File: src/dpbt_map.vh
/*
  constants for the ddr pseudo-static memory device model:
  command/address field positions, array size, latency and refresh timing.
  assumes a 40 MHz core_clk sampling a slower host bus clock.
*/
`ifndef DPBT_MAP_VH
`define DPBT_MAP_VH

// core clock period
`define CLK_PERIOD_NS   25

// command/address word fields (48-bit word, first byte in bits 47:40)
`define CA_RW_BIT       47
`define CA_SPACE_BIT    46
`define CA_LINEAR_BIT   45
`define CA_ROW_LSB      16
`define CA_COL_LSB      0
`define ROW_W           5
`define COL_W           3
`define CA_LAST_EDGE    3'h5

// word array
`define ADDR_W          8
`define MEM_WORDS       256
`define ADDR_ONE        8'h01

// wrapped burst group: 16 words, aligned
`define WRAP_BITS       4
`define WRAP_ONE        4'h1

// initial access latency in bus clock cycles, doubled when refresh is due
`define LAT_CYC         5'h06
`define LAT_LONG_CYC    5'h0c

// refresh spacing (longest time, rounds down) and duration (least, rounds up)
`define REF_GAP_NS      50000
`define REF_GAP_CYC     (`REF_GAP_NS / `CLK_PERIOD_NS)
`define REF_BUSY_NS     500
`define REF_BUSY_CYC    ((`REF_BUSY_NS + `CLK_PERIOD_NS - 1) / `CLK_PERIOD_NS)

// pin vector layout and idle value (reset pin high, select high)
`define PIN_W           13
`define PIN_RST         12
`define PIN_CS          11
`define PIN_CK          10
`define PIN_CKN         9
`define PIN_READ_WRITE_STROBE        8
`define PIN_IDLE        13'h1a00

`endif

File: src/dpbt_device.v
/*
  device side of a self-refreshing pseudo-static memory on an 8-bit
  double-data-rate bus: command/address capture, refresh latency signalling,
  wrapped and linear bursts, read strobe and masked writes, hidden refresh.
  assumes every bus pin is asynchronous to core_clk and changes slowly
  enough (bus clock period of at least 8 core cycles) to be oversampled.
*/
`timescale 1ns/1ps
`default_nettype none
`include "dpbt_map.vh"

// Notes on behaviour
// - refresh runs internally, never starts during data transfer
// - one word per clock, two bytes
// - command, address, data share eight lines
// - capture on host bus clock edges
// - strobe high in command phase if refresh
// - strobe level sets initial latency length
// - read strobe toggles edge aligned with data
// - write byte stored only with strobe low
// - word advances each clock, type per command
// - wrapped burst returns within aligned group
// - linear burst continues until select rises
// - addresses count 16-bit words only
// - row, type first; column third cycle
// - linear burst crosses rows without stalling
// - reset pin low releases lines, reinitialises
module dpbt_device (
  input  wire       core_clk,
  input  wire       rst_n,
  input  wire       hwResetN,
  input  wire       chipSelN,
  input  wire       busClk,
  input  wire       complementClock,
  input  wire [7:0] dqIn,
  output reg  [7:0] dqOut,
  output reg        dqOe,
  input  wire       rwdsIn,
  output reg        rwdsOut,
  output reg        rwdsOe
);

  // one-hot transaction states
  localparam [4:0] ST_IDLE = 5'b00001;
  localparam [4:0] ST_CA   = 5'b00010;
  localparam [4:0] ST_LAT  = 5'b00100;
  localparam [4:0] ST_RD   = 5'b01000;
  localparam [4:0] ST_WR   = 5'b10000;

  // refresh counts are worked out at full width, then cut to the counters
  localparam [31:0] REF_GAP_FULL  = `REF_GAP_CYC;
  localparam [31:0] REF_BUSY_FULL = `REF_BUSY_CYC;
  localparam [11:0] REF_GAP       = REF_GAP_FULL[11:0];
  localparam [5:0]  REF_BUSY      = REF_BUSY_FULL[5:0];

  wire [`PIN_W-1:0] pinVec;
  wire [`PIN_W-1:0] pinStable;
  reg  [`PIN_W-1:0] sync1_reg;
  reg  [`PIN_W-1:0] sync2_reg;
  reg  [`PIN_W-1:0] sync3_reg;
  reg  [`PIN_W-1:0] filt_reg;

  reg  [4:0]        state_reg;
  reg               ckPrev_reg;
  reg  [2:0]        caCnt_reg;
  reg  [39:0]       caShift_reg;
  reg               isRead_reg;
  reg               linear_reg;
  reg               regSpace_reg;
  reg               longLat_reg;
  reg  [4:0]        latCnt_reg;
  reg  [`ADDR_W-1:0] addr_reg;
  reg  [7:0]        loByte_reg;
  reg  [7:0]        hiByte_reg;
  reg               hiMask_reg;
  reg               wrHalf_reg; // rise byte of a write word held

  reg               refPending_reg;
  reg  [11:0]       refTimer_reg;
  reg  [5:0]        refBusy_reg;

  reg  [15:0]       mem [0:`MEM_WORDS-1];

  assign pinVec = {hwResetN, chipSelN, busClk, complementClock, rwdsIn, dqIn};

  // per pin: a change counts once the second and third stages agree
  genvar g;
  generate
    for (g = 0; g < `PIN_W; g = g + 1)
    begin : gAgree
      assign pinStable[g] = (sync2_reg[g] == sync3_reg[g]);
    end
  endgenerate

  // three-stage synchroniser and agreement filter for all bus pins
  always @(posedge core_clk)
  begin
    if (!rst_n)
    begin
      sync1_reg <= `PIN_IDLE;
      sync2_reg <= `PIN_IDLE;
      sync3_reg <= `PIN_IDLE;
      filt_reg  <= `PIN_IDLE;
    end
    else
    begin
      sync1_reg <= pinVec;
      sync2_reg <= sync1_reg;
      sync3_reg <= sync2_reg;
      filt_reg  <= (filt_reg & ~pinStable) | (sync3_reg & pinStable);
    end
  end

  // filtered pin views
  wire       pinRstN = filt_reg[`PIN_RST];
  wire       csN     = filt_reg[`PIN_CS];
  wire       ckHigh  = filt_reg[`PIN_CK] & ~filt_reg[`PIN_CKN];
  wire       rwdsS   = filt_reg[`PIN_READ_WRITE_STROBE];
  wire [7:0] dqS     = filt_reg[7:0];

  // bus clock edges, found by the core clock
  wire ckRise = ckHigh & ~ckPrev_reg;
  wire ckFall = ~ckHigh & ckPrev_reg;
  wire ckEdge = ckRise | ckFall;

  // command/address decode from the five stored bytes plus the sixth
  wire [47:0] caWord = {caShift_reg, dqS};
  wire [`ADDR_W-1:0] caAddr = {caWord[`CA_ROW_LSB +: `ROW_W], caWord[`CA_COL_LSB +: `COL_W]};

  // refresh state seen by a new transaction
  wire needRef = refPending_reg | (refBusy_reg != 6'h00);
  wire inData  = (state_reg == ST_RD) || (state_reg == ST_WR);
  wire refStart = refPending_reg && (refBusy_reg == 6'h00) && !inData;
  wire refDue   = (refTimer_reg == REF_GAP - 12'h001);

  wire [4:0] latTarget = longLat_reg ? `LAT_LONG_CYC : `LAT_CYC;

  // next word: wrap inside the aligned group, or run on linearly
  wire [`ADDR_W-1:0] addrNext = linear_reg ? (addr_reg + `ADDR_ONE)
    : {addr_reg[`ADDR_W-1:`WRAP_BITS], addr_reg[`WRAP_BITS-1:0] + `WRAP_ONE};

  // write strobes: each byte lands only when its mask was low
  // the fall after the latency-ending rise carries no byte, so a word
  // is only stored once its rise byte has been taken
  wire wrPhase = (state_reg == ST_WR) && ckFall && wrHalf_reg && !regSpace_reg;
  wire wrHi    = wrPhase && !hiMask_reg;
  wire wrLo    = wrPhase && !rwdsS;

  // word array write port; the word is completed on the falling edge
  always @(posedge core_clk)
  begin
    if (wrHi)
      mem[addr_reg][15:8] <= hiByte_reg;
    if (wrLo)
      mem[addr_reg][7:0] <= dqS;
  end

  // hidden refresh: timer, pending flag, busy period
  always @(posedge core_clk)
  begin
    if (!rst_n || !pinRstN)
    begin
      refTimer_reg   <= 12'h000;
      refPending_reg <= 1'b0;
      refBusy_reg    <= 6'h00;
    end
    else
    begin
      refTimer_reg <= refDue ? 12'h000 : refTimer_reg + 12'h001;
      // a new request wins over the clear of the old one
      refPending_reg <= refDue | (refPending_reg & ~refStart);
      if (refStart)
        refBusy_reg <= REF_BUSY;
      else if (refBusy_reg != 6'h00)
        refBusy_reg <= refBusy_reg - 6'h01;
    end
  end

  // transaction state machine and pin drivers
  always @(posedge core_clk)
  begin
    if (!rst_n || !pinRstN)
    begin
      state_reg    <= ST_IDLE;
      ckPrev_reg   <= 1'b0;
      caCnt_reg    <= 3'h0;
      caShift_reg  <= 40'h0000000000;
      isRead_reg   <= 1'b0;
      linear_reg   <= 1'b0;
      regSpace_reg <= 1'b0;
      longLat_reg  <= 1'b0;
      latCnt_reg   <= 5'h00;
      addr_reg     <= 8'h00;
      loByte_reg   <= 8'h00;
      hiByte_reg   <= 8'h00;
      hiMask_reg   <= 1'b1;
      wrHalf_reg   <= 1'b0;
      dqOut        <= 8'h00;
      dqOe         <= 1'b0;
      rwdsOut      <= 1'b0;
      rwdsOe       <= 1'b0;
    end
    else if (csN)
    begin
      // deselected: release the lines and wait for the next select
      state_reg  <= ST_IDLE;
      ckPrev_reg <= ckHigh;
      dqOe       <= 1'b0;
      rwdsOe     <= 1'b0;
      rwdsOut    <= 1'b0;
      wrHalf_reg <= 1'b0;
    end
    else
    begin
      ckPrev_reg <= ckHigh;
      case (state_reg)
        ST_IDLE:
        begin
          // select seen with clock idle: report refresh state at once
          state_reg   <= ST_CA;
          caCnt_reg   <= 3'h0;
          longLat_reg <= needRef;
          rwdsOe      <= 1'b1;
          rwdsOut     <= needRef;
        end
        ST_CA:
        begin
          if (ckEdge)
          begin
            caShift_reg <= {caShift_reg[31:0], dqS};
            caCnt_reg   <= caCnt_reg + 3'h1;
            if (caCnt_reg == `CA_LAST_EDGE)
            begin
              // sixth byte: decode and start counting latency
              state_reg    <= ST_LAT;
              latCnt_reg   <= 5'h00;
              isRead_reg   <= caWord[`CA_RW_BIT];
              regSpace_reg <= caWord[`CA_SPACE_BIT];
              linear_reg   <= caWord[`CA_LINEAR_BIT];
              addr_reg     <= caAddr;
              rwdsOut      <= 1'b0;
              rwdsOe       <= caWord[`CA_RW_BIT]; // write: host owns the mask
            end
          end
        end
        ST_LAT:
        begin
          if (ckRise)
          begin
            latCnt_reg <= latCnt_reg + 5'h01;
            if (latCnt_reg == latTarget - 5'h01)
            begin
              // this rise ends the latency; data starts on the next rise
              state_reg  <= isRead_reg ? ST_RD : ST_WR;
              wrHalf_reg <= 1'b0;
            end
          end
        end
        ST_RD:
        begin
          if (ckRise)
          begin
            // first byte of the word with the strobe rising
            dqOut      <= regSpace_reg ? 8'h00 : mem[addr_reg][15:8];
            loByte_reg <= regSpace_reg ? 8'h00 : mem[addr_reg][7:0];
            dqOe       <= 1'b1;
            rwdsOut    <= 1'b1;
          end
          else if (ckFall && dqOe)
          begin
            // second byte with the strobe falling, then step the burst;
            // the fall ending the latency finds dqOe low and is skipped
            dqOut    <= loByte_reg;
            rwdsOut  <= 1'b0;
            addr_reg <= addrNext;
          end
        end
        ST_WR:
        begin
          if (ckRise)
          begin
            // rise byte and its mask wait for the fall byte
            hiByte_reg <= dqS;
            hiMask_reg <= rwdsS;
            wrHalf_reg <= 1'b1;
          end
          else if (ckFall && wrHalf_reg)
          begin
            // word complete: step the burst, wait for the next rise
            addr_reg   <= addrNext;
            wrHalf_reg <= 1'b0;
          end
        end
        default:
        begin
          state_reg <= ST_IDLE;
          dqOe      <= 1'b0;
          rwdsOe    <= 1'b0;
        end
      endcase
    end
  end

endmodule
`default_nettype wire

File: config.mk
export PLATFORM = sky130hd
export DESIGN_NAME = dpbt_device
export DESIGN_NICKNAME = d
export VERILOG_FILES = /design/src/dpbt_device.v
export VERILOG_INCLUDE_DIRS = /design/src
export SDC_FILE = /design/constraint.sdc
export NUM_CORES = 2
export LEC_CHECK = 0
export ABC_AREA = 1
export BUFFER_PORTS_ARGS = -buffer_cell sky130_fd_sc_hd__buf_2
export CAP_MARGIN = 25
export CORE_MARGIN = 3
export CORE_UTILIZATION = 50
export CTS_CLUSTER_SIZE = 40
export DETAILED_ROUTE_END_ITERATION = 16
export PLACE_DENSITY_LB_ADDON = 0.15
export SYNTH_ARGS = -nofsm -noshare
export SYNTH_HDL_FRONTEND = slang
export SYNTH_SLANG_ARGS = --single-unit
File: constraint.sdc
create_clock -name core_clk -period 7.16 [get_ports core_clk]
set_input_delay 0.716 -clock core_clk [delete_from_list [all_inputs] [get_ports core_clk]]
set_output_delay 0.716 -clock core_clk [all_outputs]
set_load 0.02 [all_outputs]
==> impl_results.md <==
* Status: finished clean
* Antenna-violating nets left at 0
* Core area at about 0.34 mm2
* DRC viols at 0
* Clk_lat worst skew at roughly 1000 ps
* Final instance area at roughly 0.19 mm2
* WP data arrival at just over 5000 ps
* CP Cell Sequence: buf_12, buf_4, nand2_1, nand3_1, nand3_1, nand3_1, nand3_1, nand3_1, nand3_1, nand3_1, nand3_1, a21oi_1
* Critical path's slowest cell: buf_4
* Logic pwr share at less than 1%
* Post-Syn Nets at between 10000 and 15000
* YS warnings at 0
* Synth cell types at 36
* RSZ-0062 raised after global routing: no
* Endpoint class of the critical path: register
* Post-synthesis compound-gate area fraction at less than 1%
* Sw frac at between 10% and 20%
* Avg Synthesized Cell Area at roughly 12 um2
* FMAX at between 0.2 and 0.25 GHz
* Via density per instance at approximately 6.0
* Clk pwr share at ~45%
* First-pass GRT wire length at 731 mm
* Tightest Hold Check Type: input pin to register
* Slew headroom at ~4.5%
* Internal power at ~40 mW
* Setup-failing EPs final at 0
* Number of synthesized flops with an enable pin at 4096
* Sw power at ~9.4 mW
* Syn Inst Count at 14630
* Layout cells sized above 1 at 9.02%
* Power Dens Cells at between 200 and 300 mW/mm2
* Port bufs at 25
* Met3 Track Usage GR at between 4 and 5%
* Num ports at 26
* WL per Instance at 25.3 um
* GRT overflow at 0
* CP Class: register to register
* Final hold violation count at 0
* Final critical-path required period at roughly 4300 ps
* GR peak layer: met2
* CP bufs+invs at 2
* Seq pwr share at between 50% and 60%
* Worst setup SP type: register
* CTS tree: done
* Max incr delay on CP at 930 ps
* Setup TNS at 0 ps
* Antenna violations before repair at 16
* Clk sinks at 4255
* Met2 usage at between 40% and 50%
* Crit share post-route at 59.7%
* Worst EP required at about 8000 ps
* VDD IR-drop max at approximately 0.2 mV
* Slew at the pin with the worst max-slew slack at between 1000 and 1500 ps
* Pleak at a little under 70 nW
* Top FF cell, synth: edfxtp_1
* Root Buffer: clkbuf_16
* Worst path top cell family by delay: buffers and inverters
* Seq/Total Area, Yosys at slightly above 70%
* Final Max Slew Viols at 0
* DP Wirelength at about 270 mm
* Dpl ws at 3070 ps
* Initial Util at around half
* Synth async-reset ratio at 0%
* Overall routing resource usage at a little over a quarter
* CTS Buf Count at 432
* Clock buffer depth at 4
* Reg clk slew, reported paths at 60 ps
* Final wirelength at 494 mm
* Nets@finish at roughly 15000
* Xor/xnor share of the synthesized area at less than 1%
* Mux contribution to synthesized area at 0%
* Mapped cell area at 0.174 mm2
* Initial DRC count at approximately 14000
* Area grow syn2layout at 10.8%
* Post-Layout Cell Count at approximately 20000
* Drt pass-1 iters at 6
* Cell area after placement at roughly 0.18 mm2
* Clock Skews at roughly 69 ps
* Adder-Cell Fraction of Synth Area at less than 1%
* GPL Wtd Cong at roughly 0.84
* # Max-Cap Violations at 0
* Grt met1 use at between 30% and 40%
* Die X at between 500 and 600 um
* Largest net degree at the start of global routing at roughly 220
* Die Footprint at approximately 0.35 mm2
* Vias in the first global route at roughly 110k
* Crit path max fanout at approximately 220
* Final WS setup at slightly below 3000 ps
* Largest family of logic cells by synthesized area: simple AND/OR/NAND/NOR gates
* Synth Area in Simple Gates at a little under a quarter
* Vias at approximately 120k
* CTS H-tree lvls at 5
* Synth Register Bits at 4255
* Max reg flops at around 4100
* CP most frequent cell: nand3_1
* Placed cell count at 18639
* Die Y at 595 um
* Core Rows at ~220
* Resized cells post-CTS at 0
==> path summary, 6_finish.rpt <==
path	start	to	slack (ps)	cells after the start
min reg2reg	sync1_reg[5]	sync2_reg[5]	420	2
min	busClk	sync1_reg[10]	80	3
max	register	loByte_reg[3]	2880	12
max reg2reg	register	loByte_reg[3]	2880	12
==> what timing repair did <==
| action | CTS | global route |
|---|---|---|
| setup buffers | 0 | 0 |
| hold buffers | 9 | 0 |
| hold endpoints to repair | 9 | 0 |
==> placed cells by master, fill, tap and decap left out, drive strengths merged <==
cell type / Yosys / routed
nand2: 4230 / 4230
nand3: 4114 / 4114
edfxtp: 4096 / 4096
clkbuf: 240 / 617
buf: 842 / 585
nor3: 527 / 527
clkinv: 0 / 189
dfxtp: 159 / 159
inv: 122 / 132
nor2: 97 / 97
a21oi: 80 / 80
o21ai: 74 / 74
bufinv: 0 / 37
clkinvlp: 0 / 13
ha: 11 / 11
dlygate4sd3: 0 / 9
diode: 0 / 8
a31oi: 6 / 6
nand4: 4 / 4
a211oi: 4 / 4
xor2: 4 / 4
a221oi: 3 / 3
or2: 3 / 3
o22ai: 3 / 3
or4: 2 / 2
o211ai: 2 / 2
nand3b: 1 / 1
o21a: 1 / 1
a41oi: 1 / 1
nor4: 1 / 1
and3: 1 / 1
nor3b: 1 / 1
o31ai: 1 / 1
==> through the flow <==
| step | utilization (%) | hold slack (ps) | total power [mW] |
|---|---|---|---|
| global placement | 51.1 | 403 | 27.4 |
| global route | 55.9 | 38.6 | 50.2 |
| CTS | 55.6 | 11.2 | 49.2 |
| finish | 55.9 | 77.4 | 48.9 |
| detailed placement | 51.7 | 402 | 27.4 |
| floorplan | - | 380 | 27.4 |
==> cells in the mapped netlist (5+ instances only) <==
master / instances / area [um2]
inv_1: 116 / 435
buf_1: 124 / 465
nand2_1: 4230 / 15900
dfxtp_1: 159 / 3180
nand3_1: 4114 / 20600
a21oi_1: 80 / 400
ha_1: 11 / 138
inv_2: 5 / 18.8
nor3_2: 40 / 400
clkbuf_1: 240 / 901
buf_2: 420 / 2100
nor2_1: 97 / 364
a31oi_1: 6 / 37.5
nor3_1: 487 / 2440
buf_6: 130 / 1460
o21ai_0: 73 / 365
buf_4: 167 / 1250
edfxtp_1: 4096 / 123000
==> per-layer routing <==
layer / up-vias / wire length [um]
li1: 52392 / -
met1: 57621 / 204000
met2: 5756 / 231000
met3: 806 / 44500
met4: 4 / 14800
met5: - / 27
==> worst reg2reg max path, stage by stage (launching register included) <==
cell	delay [ps]
dfxtp_4	580
buf_12	670
buf_4	1220
nand2_1	160
nand3_1	140
nand3_1	200
nand3_1	170
nand3_1	130
nand3_1	220
nand3_1	210
nand3_1	210
nand3_1	100
a21oi_1	160
==> power groups by stage <==
stage	registers [mW]	clock network, mW	logic, mW
2_1_floorplan	27.4	0	0.0207
3_3_place_gp	27.4	0	0.0414
3_5_place_dp	27.4	0	0.0426
4_1_cts	26.9	22.2	0.0468
5_1_grt	26.8	23.3	0.0510
6_report	26.9	22.0	0.0468
==> layout make-up <==
type / instances / area, um2
fillers: 28344 / 152000
flip-flops and latches: 4255 / 126000
multi-input cells: 9171 / 41100
clock buffers: 545 / 11500
well taps: 4557 / 5700
repair buffers: 666 / 5250
clock inverters: 249 / 2190
inverters: 122 / 503
diodes: 8 / 20.0
==> cell families after synthesis <==
group,count (synthesis)
buffers and inverters,1204
AND/OR/NAND/NOR,8981
flip-flops,4255
AO/OA/AOI/OAI,175
XOR/XNOR,4
adder cells (fa/ha/maj),11
(Power assumes the default switching activity.)
